### src/apmm_pkg.sv
package apmm_pkg;

    // Clock and documented times
    localparam int CLK_MHZ       = 100;
    localparam int CLK_PERIOD_NS = 1000 / CLK_MHZ;
    localparam int CONV_TIME_NS  = 4600;
    localparam int WAKE_TIME_NS  = 5000;
    localparam int CAL_TIME_MS   = 32;

    // Cycle counts, derived from the times above except INIT_CYC
    localparam int CONV_CYC = CONV_TIME_NS / CLK_PERIOD_NS;
    localparam int WAKE_CYC = WAKE_TIME_NS / CLK_PERIOD_NS;
    localparam int CAL_CYC  = CAL_TIME_MS * 1000 * CLK_MHZ;
    localparam int INIT_CYC = 4;

    localparam int TMR_W  = 23;
    localparam int ADDR_W = 8;

    // Register byte offsets
    localparam logic [ADDR_W-1:0] CTRL_OFS = 8'h00;
    localparam logic [ADDR_W-1:0] STAT_OFS = 8'h04;

    // Control register bit positions
    localparam int CTRL_LO_BIT   = 0;
    localparam int CTRL_HI_BIT   = 1;
    localparam int CTRL_CONV_BIT = 2;
    localparam int CTRL_CAL_BIT  = 3;

    // Power select codes
    localparam logic [1:0] SEL_PIN     = 2'h0;
    localparam logic [1:0] SEL_NORMAL  = 2'h1;
    localparam logic [1:0] SEL_FULL_PD = 2'h2;
    localparam logic [1:0] SEL_PART_PD = 2'h3;
    localparam logic [1:0] SEL_RESET   = 2'h0;

    typedef enum logic [2:0] {
        ST_INIT    = 3'h0,
        ST_CAL     = 3'h1,
        ST_ACTIVE  = 3'h2,
        ST_WAKE    = 3'h3,
        ST_CONV    = 3'h4,
        ST_FULL_PD = 3'h5,
        ST_PART_PD = 3'h6
    } apmm_state_e;

    typedef struct packed {
        logic track;
        logic ref_on;
        logic core_on;
        logic busy;
    } apmm_pwr_s;

    typedef struct packed {
        logic [22:0] pad;
        logic [1:0]  sel;
        logic        sleep_lvl;
        logic        ref_on;
        logic        core_on;
        logic        busy;
        apmm_state_e state;
    } apmm_status_s;

endpackage : apmm_pkg

### src/apmm_sync.sv
`timescale 1ns/10ps
module apmm_sync #(
    parameter int         W   = 1,
    parameter logic [W-1:0] RST = '0
) (
    input  wire logic         hclk,
    input  wire logic         hresetn,
    input  wire logic [W-1:0] d,
    output logic      [W-1:0] q
);
    logic [W-1:0] meta;
    logic [W-1:0] next_meta;
    logic [W-1:0] next_q;

    always_comb begin
        next_meta = d;
        next_q    = meta;
    end

    always_ff @(posedge hclk or negedge hresetn) begin
        if (!hresetn) begin
            meta <= RST;
            q    <= RST;
        end else begin
            meta <= next_meta;
            q    <= next_q;
        end
    end
endmodule : apmm_sync

### src/apmm_timer.sv
`timescale 1ns/10ps
module apmm_timer #(
    parameter int             W   = 23,
    parameter logic [W-1:0]   RST = '0
) (
    input  wire logic         hclk,
    input  wire logic         hresetn,
    input  wire logic         load,
    input  wire logic [W-1:0] load_val,
    output logic              zero
);
    logic [W-1:0] cnt;
    logic [W-1:0] next_cnt;

    always_comb begin
        if (load) begin
            next_cnt = load_val;
        end else if (cnt != '0) begin
            next_cnt = cnt - W'(1);
        end else begin
            next_cnt = cnt;
        end
    end

    always_ff @(posedge hclk or negedge hresetn) begin
        if (!hresetn) begin
            cnt <= RST;
        end else begin
            cnt <= next_cnt;
        end
    end

    assign zero = (cnt == '0);
endmodule : apmm_timer

### src/apmm_top.sv
`timescale 1ns/10ps
module apmm_top
    import apmm_pkg::*;
#(
    parameter int CAL_CYCLES = CAL_CYC
) (
    input  wire logic        hclk,
    input  wire logic        hresetn,
    input  wire logic        hsel,
    input  wire logic [31:0] haddr,
    input  wire logic [1:0]  htrans,
    input  wire logic        hwrite,
    input  wire logic [2:0]  hsize,
    input  wire logic [31:0] hwdata,
    input  wire logic        hready,
    output logic             hreadyout,
    output logic             hresp,
    output logic [31:0]      hrdata,
    input  wire logic        sleep_n,
    input  wire logic        calib_n,
    input  wire logic        conversion_trigger_n,
    output apmm_pkg::apmm_pwr_s pwr
);
    import apmm_pkg::*;

    // Pin synchronisers: sleep, calibration, trigger (idle high)
    logic [2:0] pins_s;
    logic       sleep_s;
    logic       calib_s;
    logic       trig_s;

    apmm_sync #(.W(3), .RST(3'h7)) u_sync (
        .hclk    (hclk),
        .hresetn (hresetn),
        .d       ({sleep_n, calib_n, conversion_trigger_n}),
        .q       (pins_s)
    );
    assign sleep_s = pins_s[2];
    assign calib_s = pins_s[1];
    assign trig_s  = pins_s[0];

    // Bus slave state
    logic              dp_wr;
    logic [ADDR_W-1:0] dp_addr;
    logic              next_dp_wr;
    logic [ADDR_W-1:0] next_dp_addr;
    logic [31:0]       next_hrdata;
    logic              ap_valid;

    // Control state
    logic [1:0]  pwr_sel;
    logic        part_req;
    logic        conv_req;
    logic        cal_req;
    logic        start_pend;
    logic        trig_d;
    logic [1:0]  next_pwr_sel;
    logic        next_part_req;
    logic        next_conv_req;
    logic        next_cal_req;
    logic        next_start_pend;
    logic        ctrl_wr;

    apmm_state_e state;
    apmm_state_e next_state;
    apmm_pwr_s   next_pwr;
    apmm_status_s status;

    logic             tmr_zero;
    logic             tmr_load;
    logic [TMR_W-1:0] tmr_val;
    logic             auto_mode;
    logic             normal_mode;
    logic             trig_fall;
    logic             trig_rise;
    logic             conv_go;

    apmm_timer #(.W(TMR_W), .RST(TMR_W'(INIT_CYC))) u_timer (
        .hclk     (hclk),
        .hresetn  (hresetn),
        .load     (tmr_load),
        .load_val (tmr_val),
        .zero     (tmr_zero)
    );

    // AHB-Lite slave: zero wait states, always OKAY
    always_comb begin
        ap_valid     = hsel && hready && htrans[1];
        next_dp_wr   = ap_valid && hwrite;
        next_dp_addr = ap_valid ? haddr[ADDR_W-1:0] : dp_addr;
        next_hrdata  = '0;
        if (ap_valid && !hwrite) begin
            if (haddr[ADDR_W-1:0] == CTRL_OFS) begin
                next_hrdata = {30'h0, pwr_sel};
            end else if (haddr[ADDR_W-1:0] == STAT_OFS) begin
                next_hrdata = status;
            end else begin
                next_hrdata = '0;
            end
        end
    end

    always_ff @(posedge hclk or negedge hresetn) begin
        if (!hresetn) begin
            dp_wr     <= 1'b0;
            dp_addr   <= '0;
            hrdata    <= '0;
            hreadyout <= 1'b1;
            hresp     <= 1'b0;
        end else begin
            dp_wr     <= next_dp_wr;
            dp_addr   <= next_dp_addr;
            hrdata    <= next_hrdata;
            hreadyout <= 1'b1;
            hresp     <= 1'b0;
        end
    end

    always_comb begin
        status           = '0;
        status.sel       = pwr_sel;
        status.sleep_lvl = sleep_s;
        status.ref_on    = pwr.ref_on;
        status.core_on   = pwr.core_on;
        status.busy      = pwr.busy;
        status.state     = state;
    end

    // Control register and request flags
    always_comb begin
        ctrl_wr         = dp_wr && (dp_addr == CTRL_OFS);
        next_pwr_sel    = pwr_sel;
        next_conv_req   = 1'b0;
        next_cal_req    = 1'b0;
        next_part_req   = part_req;
        next_start_pend = start_pend;
        if (ctrl_wr) begin
            next_pwr_sel  = {hwdata[CTRL_HI_BIT], hwdata[CTRL_LO_BIT]};
            next_conv_req = hwdata[CTRL_CONV_BIT];
            next_cal_req  = hwdata[CTRL_CAL_BIT];
        end
        // Partial power-down armed by an explicit write, dropped by calibration; set wins
        if (state == ST_CAL || pwr_sel != SEL_PART_PD) begin
            next_part_req = 1'b0;
        end
        if (ctrl_wr && next_pwr_sel == SEL_PART_PD) begin
            next_part_req = 1'b1;
        end
        if (state == ST_CONV || state == ST_FULL_PD || state == ST_PART_PD) begin
            next_start_pend = 1'b0;
        end
        if (state == ST_WAKE && trig_rise) begin
            next_start_pend = 1'b1;
        end
    end

    always_ff @(posedge hclk or negedge hresetn) begin
        if (!hresetn) begin
            pwr_sel    <= SEL_RESET;
            conv_req   <= 1'b0;
            cal_req    <= 1'b0;
            part_req   <= 1'b0;
            start_pend <= 1'b0;
            trig_d     <= 1'b1;
        end else begin
            pwr_sel    <= next_pwr_sel;
            conv_req   <= next_conv_req;
            cal_req    <= next_cal_req;
            part_req   <= next_part_req;
            start_pend <= next_start_pend;
            trig_d     <= trig_s;
        end
    end

    // Power state machine
    always_comb begin
        auto_mode   = (pwr_sel == SEL_PIN) && !sleep_s;
        normal_mode = (pwr_sel == SEL_NORMAL) || ((pwr_sel == SEL_PIN) && sleep_s);
        trig_fall   = trig_d && !trig_s;
        trig_rise   = !trig_d && trig_s;
        conv_go     = trig_rise || conv_req || start_pend;
        next_state  = state;
        case (state)
            ST_INIT: begin
                if (tmr_zero) begin
                    next_state = calib_s ? ST_ACTIVE : ST_CAL;
                end
            end
            ST_CAL: begin
                // Sleep pin and select bits are not looked at here
                if (tmr_zero) begin
                    next_state = ST_ACTIVE;
                end
            end
            ST_ACTIVE: begin
                if (cal_req) begin
                    next_state = ST_CAL;
                end else if (conv_go) begin
                    next_state = ST_CONV;
                end else if (pwr_sel == SEL_FULL_PD) begin
                    next_state = ST_FULL_PD;
                end else if (pwr_sel == SEL_PART_PD && part_req && trig_s) begin
                    next_state = ST_PART_PD;
                end else if (auto_mode && trig_s) begin
                    next_state = ST_FULL_PD;
                end
            end
            ST_CONV: begin
                if (tmr_zero) begin
                    if (auto_mode || pwr_sel == SEL_FULL_PD) begin
                        next_state = ST_FULL_PD;
                    end else begin
                        next_state = ST_ACTIVE;
                    end
                end
            end
            ST_FULL_PD: begin
                if (normal_mode || (auto_mode && trig_fall)) begin
                    next_state = ST_WAKE;
                end else if (pwr_sel == SEL_PART_PD && part_req) begin
                    next_state = ST_PART_PD;
                end
            end
            ST_PART_PD: begin
                if (normal_mode) begin
                    next_state = ST_WAKE;
                end else if (pwr_sel == SEL_FULL_PD) begin
                    next_state = ST_FULL_PD;
                end else if (pwr_sel == SEL_PART_PD && trig_fall) begin
                    next_state = ST_WAKE;
                end
            end
            ST_WAKE: begin
                if (tmr_zero) begin
                    next_state = ST_ACTIVE;
                end
            end
            default: begin
                next_state = ST_INIT;
            end
        endcase

        tmr_load = (next_state != state) &&
                   (next_state == ST_CAL || next_state == ST_CONV || next_state == ST_WAKE);
        case (next_state)
            ST_CAL:  tmr_val = TMR_W'(CAL_CYCLES - 1);
            ST_CONV: tmr_val = TMR_W'(CONV_CYC - 1);
            ST_WAKE: tmr_val = TMR_W'(WAKE_CYC - 1);
            default: tmr_val = '0;
        endcase

        next_pwr.busy    = (next_state == ST_CAL) || (next_state == ST_CONV);
        next_pwr.core_on = (next_state != ST_FULL_PD) && (next_state != ST_PART_PD);
        next_pwr.ref_on  = (next_state != ST_FULL_PD);
        next_pwr.track   = (next_state == ST_ACTIVE);
    end

    always_ff @(posedge hclk or negedge hresetn) begin
        if (!hresetn) begin
            state <= ST_INIT;
            pwr   <= '{track: 1'b0, ref_on: 1'b1, core_on: 1'b1, busy: 1'b0};
        end else begin
            state <= next_state;
            pwr   <= next_pwr;
        end
    end

    // Assertion helpers: length of the previous stay in a state
    localparam int CONV_LEN = CONV_CYC;
    localparam int WAKE_LEN = WAKE_CYC;
    apmm_state_e      prev_state;
    logic [TMR_W-1:0] run_len;

    always_ff @(posedge hclk or negedge hresetn) begin
        if (!hresetn) begin
            prev_state <= ST_INIT;
            run_len    <= '0;
        end else begin
            prev_state <= state;
            run_len    <= (next_state != state) ? TMR_W'(1) : run_len + TMR_W'(1);
        end
    end
endmodule : apmm_top

### config.mk
export PLATFORM = sky130hd
export DESIGN_NAME = apmm_top
export DESIGN_NICKNAME = d
export VERILOG_FILES = /design/src/apmm_pkg.sv /design/src/apmm_sync.sv /design/src/apmm_timer.sv /design/src/apmm_top.sv
export SDC_FILE = /design/constraint.sdc
export NUM_CORES = 1
export LEC_CHECK = 0
export BUFFER_PORTS_ARGS = -buffer_cell sky130_fd_sc_hd__buf_2
export CAP_MARGIN = 5
export CORE_ASPECT_RATIO = 1.1
export CORE_MARGIN = 4
export CORE_UTILIZATION = 41
export CTS_BUF_LIST = sky130_fd_sc_hd__clkbuf_8
export DETAILED_ROUTE_END_ITERATION = 12
export GPL_TIMING_DRIVEN = 0
export PLACE_DENSITY = 0.77
export REMOVE_ABC_BUFFERS = 1
export SETUP_SLACK_MARGIN = 0.5
export SLEW_MARGIN = 20
export SYNTH_ARGS = -nofsm -noshare
export SYNTH_HDL_FRONTEND = slang
export SYNTH_SLANG_ARGS = --single-unit
### constraint.sdc
create_clock -name hclk -period 3.39 [get_ports hclk]
set_input_delay 0.678 -clock hclk [delete_from_list [all_inputs] [get_ports hclk]]
set_output_delay 0.678 -clock hclk [all_outputs]
set_load 0.02 [all_outputs]
After elaboration in Yosys (flattened, before gate mapping)
Cells that the tools add are included.
Widths: inputs -> output; s select.
{"block": "classes", "muxes": 29, "n_addsub": 1, "reduce_logical": 42, "n_eq_ne": 19}
{"op": "$pmux 22 s3", "count": 1}
{"op": "$mux 32", "count": 2}
{"op": "$mux 23", "count": 2}
{"op": "$mux 3", "count": 14}
{"op": "$logic_not 23->1", "count": 1}
{"op": "$reduce_bool 23->1", "count": 1}
{"op": "$sub 23x1->23 const B", "count": 1}
{"op": "$logic_and 1x1->1", "count": 18}
{"op": "$pmux 3 s6", "count": 1}
{"op": "$logic_not 8->1", "count": 2}
{"op": "$eq 3x2->1 const B", "count": 4}
{"op": "$eq 3x3->1 const B", "count": 4}
{"op": "$logic_or 1x1->1", "count": 10}
{"op": "$mux 9", "count": 1}
{"op": "$eq 8x3->1 const B", "count": 1}
{"op": "$eq 2x2->1 const B", "count": 3}
{"op": "$eq 3x1->1 const B", "count": 2}
{"op": "$mux 1", "count": 6}
{"op": "$ne 3x3->1 const B", "count": 2}
{"op": "$reduce_bool 2->1", "count": 3}
{"op": "$logic_not 1->1", "count": 4}
{"op": "$mux 2", "count": 2}
{"op": "$logic_not 3->1", "count": 1}
{"op": "$ne 3x3->1", "count": 1}
{"op": "other kinds (4)", "count": 4}
{"block": "totals", "wordCells": 108, "inputBits": 77, "out_inout_bits": 38, "ff_bits": 84}

Depth between registers and ports, before layout
{"block": "depth", "ltp_word": 14, "depth_mapped": 12, "mapped_depth_nobuf": 9}

Hierarchy
A second synthesis with hierarchy kept.
{"block": "hier_totals", "cells_unflattened": 316, "hier_area_um2": 3179.3}
{"module": "apmm_top", "area_per_inst_um2": 1715.4, "cells_per_inst": 173, "instances": 1, "seq_area_each_um2": 804.5}
{"module": "apmm_timer", "area_per_inst_um2": 1306.3, "cells_per_inst": 137, "instances": 1, "seq_area_each_um2": 576.8}
{"module": "apmm_sync", "area_per_inst_um2": 157.7, "cells_per_inst": 6, "instances": 1, "seq_area_each_um2": 157.7}

Worst setup path after synthesis
OpenSTA, ideal clock, no wires.
{"block": "synth_timing", "path_kind": "flip-flop to flip-flop", "startpoint": "register u_timer.cnt[0]", "endpoint": "register u_timer.cnt[20]", "period_less_slack_ns": 2.737, "path_slack_ns": 0.653, "n_path_buf": 3, "arrival_time_ns": 2.600, "t_required_ns": 3.253, "stages_incl_launch_ff": 13, "setup_time_ns": 0.137, "cell_sequence": "dfrtp_1 inv_1 ha_1 nor3b_1 and3_1 and3_1 buf_6 nor3b_1 a211o_1 buf_6 nor3_4 buf_6 o31ai_1"}
{"block": "synth_via", "elab_chain_cells": 8, "word_cells_on_any_way": 18, "cone_classes": "add/sub (1); eq/ne (4); mux (7); reduce/logical (6)"}
{"item": "start, declared", "line_no": "apmm_timer.sv:12", "source": "logic [W-1:0] cnt;"}
{"item": "start signal, assigned", "line_no": "apmm_timer.sv:29", "source": "cnt <= next_cnt;"}
{"item": "$logic_not 23->1 *", "line_no": "apmm_timer.sv:33", "source": "assign zero = (cnt == '0);"}
{"item": "$mux 3 (on tied branches)"}
{"item": "$pmux 3 s6 *", "line_no": "apmm_top.sv:183", "source": "case (state)"}
{"item": "net next_state[0]", "line_no": "apmm_top.sv:65", "source": "apmm_state_e next_state;"}
{"item": "$eq 3x1->1 or $eq 3x3->1 (tied branches)", "line_no": "apmm_top.sv:244, apmm_top.sv:245"}
{"item": "$logic_or 1x1->1 (2 in series)", "line_no": "apmm_top.sv:244", "source": "(next_state == ST_CAL || next_state == ST_CONV || next_state == ST_WAKE);"}
{"item": "$logic_and 1x1->1", "line_no": "apmm_top.sv:243", "source": "tmr_load = (next_state != state) &&"}
{"item": "$mux 23 or $reduce_bool 2->1 (tied branches)"}
The timed path passes the listed nets; every way through them passes the cells marked *. The select of a mux whose other input is x is not followed.
A chain may end at the register's enable or synchronous reset.

Worst setup path after layout
{"block": "layout_timing", "startpoint": "register u_timer.cnt[16]", "endpoint": "register u_timer.cnt[14]"}
{"block": "layout_via", "elab_chain_cells": 8, "word_cells_on_any_way": 16, "cone_classes": "eq/ne (4); mux (6); reduce/logical (6)"}
{"item": "$logic_not 23->1", "line_no": "apmm_timer.sv:33"}
{"item": "$mux 3 (on tied branches)"}
{"item": "$pmux 3 s6", "line_no": "apmm_top.sv:183"}
{"item": "$eq 3x1->1 or $eq 3x3->1 (tied branches)", "line_no": "apmm_top.sv:244, apmm_top.sv:245"}
{"item": "$logic_or 1x1->1 (2 in series)", "line_no": "apmm_top.sv:244"}
{"item": "$logic_and 1x1->1", "line_no": "apmm_top.sv:243"}
{"item": "$mux 23 or $reduce_bool 2->1 (tied branches)"}
Several ways; a longest one is shown, not always the timed one.

==> flow_metrics.py <==
metrics = {
    "timing": {
        "hold_viol": 0,
        "finClkSkew_ns": 0.00866,
        "fin_crit_sh_pct": 82.6,
        "finalSetupViolCount": 0,
        "rsz0062_at_grt": "false",
        "hold_ws_ns": 0.356,
        "slew_headroom_pct": 51.1,
        "worst_slew_pin_slew_ns": 0.734,
        "fmax_mhz": 357,
        "min_period_ns": 2.80,
        "report.final.slew_viol_count": 0,
    },
    "final_layout": {
        "area_delta_synth_final_pct": 13.8,
        "multi_input_area_um2": 1450,
        "design_area_um2": 3560,
        "diodes": 0,
        "regArea_um2": 1540,
        "drive_above_1_share_pct": 27.4,
        "final_nets": 416,
        "n_fill_cell": 654,
        "instances_no_fill": 430,
    },
    "cts": {
        "cts-buffers-inserted": 9,
        "cts_tree": "done",
        "htree_levels": 3,
        "clk_path_buf_depth": 2,
        "cts-root-buf": "clkbuf_8",
        "clk_latency_ns": 0.33,
        "cts.sinks": 61,
        "hold_buffers": 0,
        "cts.clk_slew.worst_paths_ns": 0.06,
    },
    "worst_hold_path": {
        "min_from": "u_sync.meta[0]",
        "holdPathEnd": "u_sync.q[0]",
        "holdPathStages": 0,
        "hp-class": "register to register",
    },
    "run": {
        "cap_viol_max_count": 0,
    },
    "drt": {
        "wl_per_cell_um": 13.4,
        "drtIter0Drc": 175,
        "firstDrtPassIters": 4,
        "ant_nets": 0,
        "drc": 0,
        "vias_per_cell": 5.19,
        "vias": 2233,
        "finalWirelength_mm": 5.75,
    },
    "grt": {
        "grt_pass1_wl_mm": 9.56,
        "track_usage_pct": 13.0,
        "antenna_found_initial": 0,
        "overflow": 0,
        "grt_pass1_vias": 2158,
        "grt_max_degree": 62,
    },
    "run_status": {
        "status": "finished, final reports clean",
    },
    "yosys": {
        "synth-compound-area-share_pct": 11.1,
        "synth.avg_cell_area_um2": 10.5,
        "yosysUniqueCellTypes": 54,
        "synth-edff-count": 0,
        "synthCells": 297,
        "synthFlopType": "dfrtp_1",
        "synthMuxAreaShare_pct": 4.20,
        "synthArstFlopShare_pct": 100,
        "synth_warnings": 0,
        "synth_top_family_by_area": "simple AND/OR/NAND/NOR gates",
        "ys_seq_elements": 61,
        "synth_top_area_share_pct": 40.8,
        "ys_seq_area_share_pct": 49.2,
        "netlist_area_um2": 3130,
        "synthSimpleGateAreaFrac_pct": 19.6,
        "yosysTopAreaCell": "dfrtp_1",
        "synthTopCellsByArea": "dfrtp_1 (41%), dfstp_2 (8.4%), buf_4 (6.2%)",
        "synthAdderAreaFrac_pct": 0.400,
        "synth_xor_area_share_pct": 5.60,
    },
    "die": {
        "rows": 33,
        "core_area_um2": 7430,
        "ioPinCount": 115,
        "die_w_um": 91.3,
        "die_y_um": 99.6,
        "start_util_pct": 42.1,
        "die-area_um2": 9100,
    },
    "placed_design": {
        "port-buffer-count": 33,
        "dpl_cell_area_um2": 3230,
        "hpwl_mm": 3.91,
        "placed_cells": 404,
        "place_congestion": 0.781,
    },
    "setup_path": {
        "crit_path_cell_trace": "or4_4, nor4_4, and3_4, nor3b_1, a211o_2, o2111a_2, buf_12, o41ai_1",
        "critPathSlowestCell": "or4_4",
        "cp.required_ns": 3.61,
        "ff2ff_path_depth": 8,
        "cpPeakStageDelay_ns": 0.57,
        "end_kind": "register",
        "r2r-end": "u_timer.cnt[14]",
        "cp_max_fo": 16,
        "cp.arrival_ns": 3.02,
        "critPathKind": "register to register",
        "ff2ff_setup_slack_ns": 0.59,
        "timing.rr.start": "u_timer.cnt[16]",
        "cp-start-kind": "register",
    },
    "power_and_ir_drop": {
        "total_power_mw": 1.43,
        "switching_share_pct": 23.9,
        "p_seq_share_pct": 54.5,
        "internal_power_mw": 1.09,
        "power.switching_uw": 340,
        "p_per_area_nw_per_um2": 400,
        "p_leak_nw": 1.57,
        "power_frac_comb_pct": 6.6,
        "p_clk_share_pct": 38.9,
        "peakVddDrop_uv": 157,
    },
}
-- power groups by stage --
stage | Sequential [mW] | Combinational (mW) | Clock [mW]
after CTS | 0.777 | 0.0951 | 0.574
after global placement | 0.789 | 0.0925 | 0
after detailed placement | 0.790 | 0.0948 | 0
after global routing | 0.780 | 0.107 | 0.602
final | 0.777 | 0.0942 | 0.554
after floorplan | 0.783 | 0.0616 | 0
-- state kept, by name, summed over array words and instances, names as in the netlist --
name	flops
hrdata	9
pwr	4
state	3
dp_wr	1
start_pend	1
trig_d	1
part_req	1
cal_req	1
pwr_sel	2
dp_addr	8
conv_req	1
u_sync.q	3
u_timer.cnt	23
u_sync.meta	3
-- layout by cell type (no fill, tap or decap), types with 3 or more instances in the layout --
| cell | instances |
|---|---|
| a21o_1 | 3 |
| and2_1 | 6 |
| buf_2 | 32 |
| buf_4 | 10 |
| clkbuf_8 | 11 |
| conb_1 | 25 |
| dfrtp_1 | 51 |
| dfstp_2 | 10 |
| inv_1 | 14 |
| mux2_2 | 9 |
| mux2i_1 | 3 |
| nand2_1 | 13 |
| nand2b_1 | 6 |
| nand3_1 | 13 |
| nor2_1 | 21 |
| nor2b_1 | 4 |
| nor3_1 | 14 |
| nor3b_1 | 3 |
| nor4_1 | 6 |
| o21ai_0 | 12 |
| o31ai_1 | 3 |
| o41ai_1 | 3 |
| o41ai_2 | 3 |
| or3_1 | 3 |
| or4_1 | 3 |
| xnor2_1 | 13 |
| xor2_1 | 7 |
-- area by class of cell --
type / instances / share of cell area (%)
Tap cell: 87 / 3.06
Sequential cell: 61 / 43.2
Clock inverter: 5 / 0.597
Clock buffer: 11 / 4.25
Inverter: 11 / 1.16
Timing Repair Buffer: 43 / 7.17
Multi-Input combinational cell: 212 / 40.6
-- synth_stat cells (2+ instances only) --
library cell / count
mux2_2: 9
o31ai_1: 3
clkbuf_1: 5
or4_1: 3
or3_1: 3
buf_6: 4
o31a_1: 2
o41ai_1: 6
dfrtp_1: 51
a21o_1: 3
a31oi_1: 2
nand2_1: 13
nand3_1: 14
and2_1: 6
inv_1: 11
a211o_1: 2
nand3b_1: 2
mux2i_1: 3
nor3_1: 14
conb_1: 2
xnor2_1: 13
dfstp_2: 10
nor4_1: 7
nor3b_1: 4
and3_1: 4
nor2b_1: 5
o2111ai_1: 2
o21ai_0: 12
xor2_1: 7
nor2_1: 21
buf_4: 26
nand2b_1: 6
-- worst max-delay path: cells and delay by family (launching register included) --
family / cells / cell delay [ns]
buffers and inverters: 1 / 0.15
DFF: 1 / 0.42
AOI/OAI and AO/OA: 3 / 0.85
and+or+nand+nor: 4 / 1.28
-- worst max-delay path by stage --
stage / startpoint / to / slack [ns] / cells past startpoint
finish: u_timer.cnt[16] / u_timer.cnt[14] / 0.59 / 8
global route: u_timer.cnt[16] / u_timer.cnt[14] / 0.48 / 8
floorplan: u_timer.cnt[0] / u_timer.cnt[4] / 0.52 / 9
detailed placement: u_timer.cnt[0] / u_timer.cnt[12] / -0.09 / 9
global placement: u_timer.cnt[0] / u_timer.cnt[4] / -0.04 / 9
CTS: u_timer.cnt[16] / u_timer.cnt[12] / 0.51 / 8
-- metal layers --
metal  track usage (%)  wire [um]  part of all wire, %
met1              15.8       2500                   44
met2              21.8       2880                   50
met3              2.57        255                  4.4
met4              6.61        108                  1.9
met5                 0          0                    0
-- timing repair --
item | CTS | global route
resized for setup | 9 | 6
buffers inserted | 3 | 7
pin swaps | 2 | 4
setup endpoints to repair | 26 | 14
gates cloned | 0 | 0
-- stage by stage --
stage / TNS [ns] / setup slack, ns / utilization [%]
final: 0 / 0.590 / 47.9
after global routing: 0 / 0.480 / 47.9
after CTS: 0 / 0.509 / 46.7
after detailed placement: -0.937 / -0.0896 / 43.5
after global placement: -0.223 / -0.0362 / 43.4
after floorplan: 0 / 0.519 / -
-- logic make-up (layout without fill, tap and decap cells) --
| logic type | Yosys count | after routing |
|---|---|---|
| muxes | 12 | 12 |
| and+or+nand+nor | 109 | 109 |
| xor gates and xnor gates | 20 | 20 |
| other | 2 | 25 |
| DFF | 61 | 61 |
| adders and majority gates | 1 | 1 |
| buffers and inverters | 47 | 70 |
| AOI/OAI and AO/OA | 45 | 45 |
Note: power is estimated with default switching activity, not from simulation.
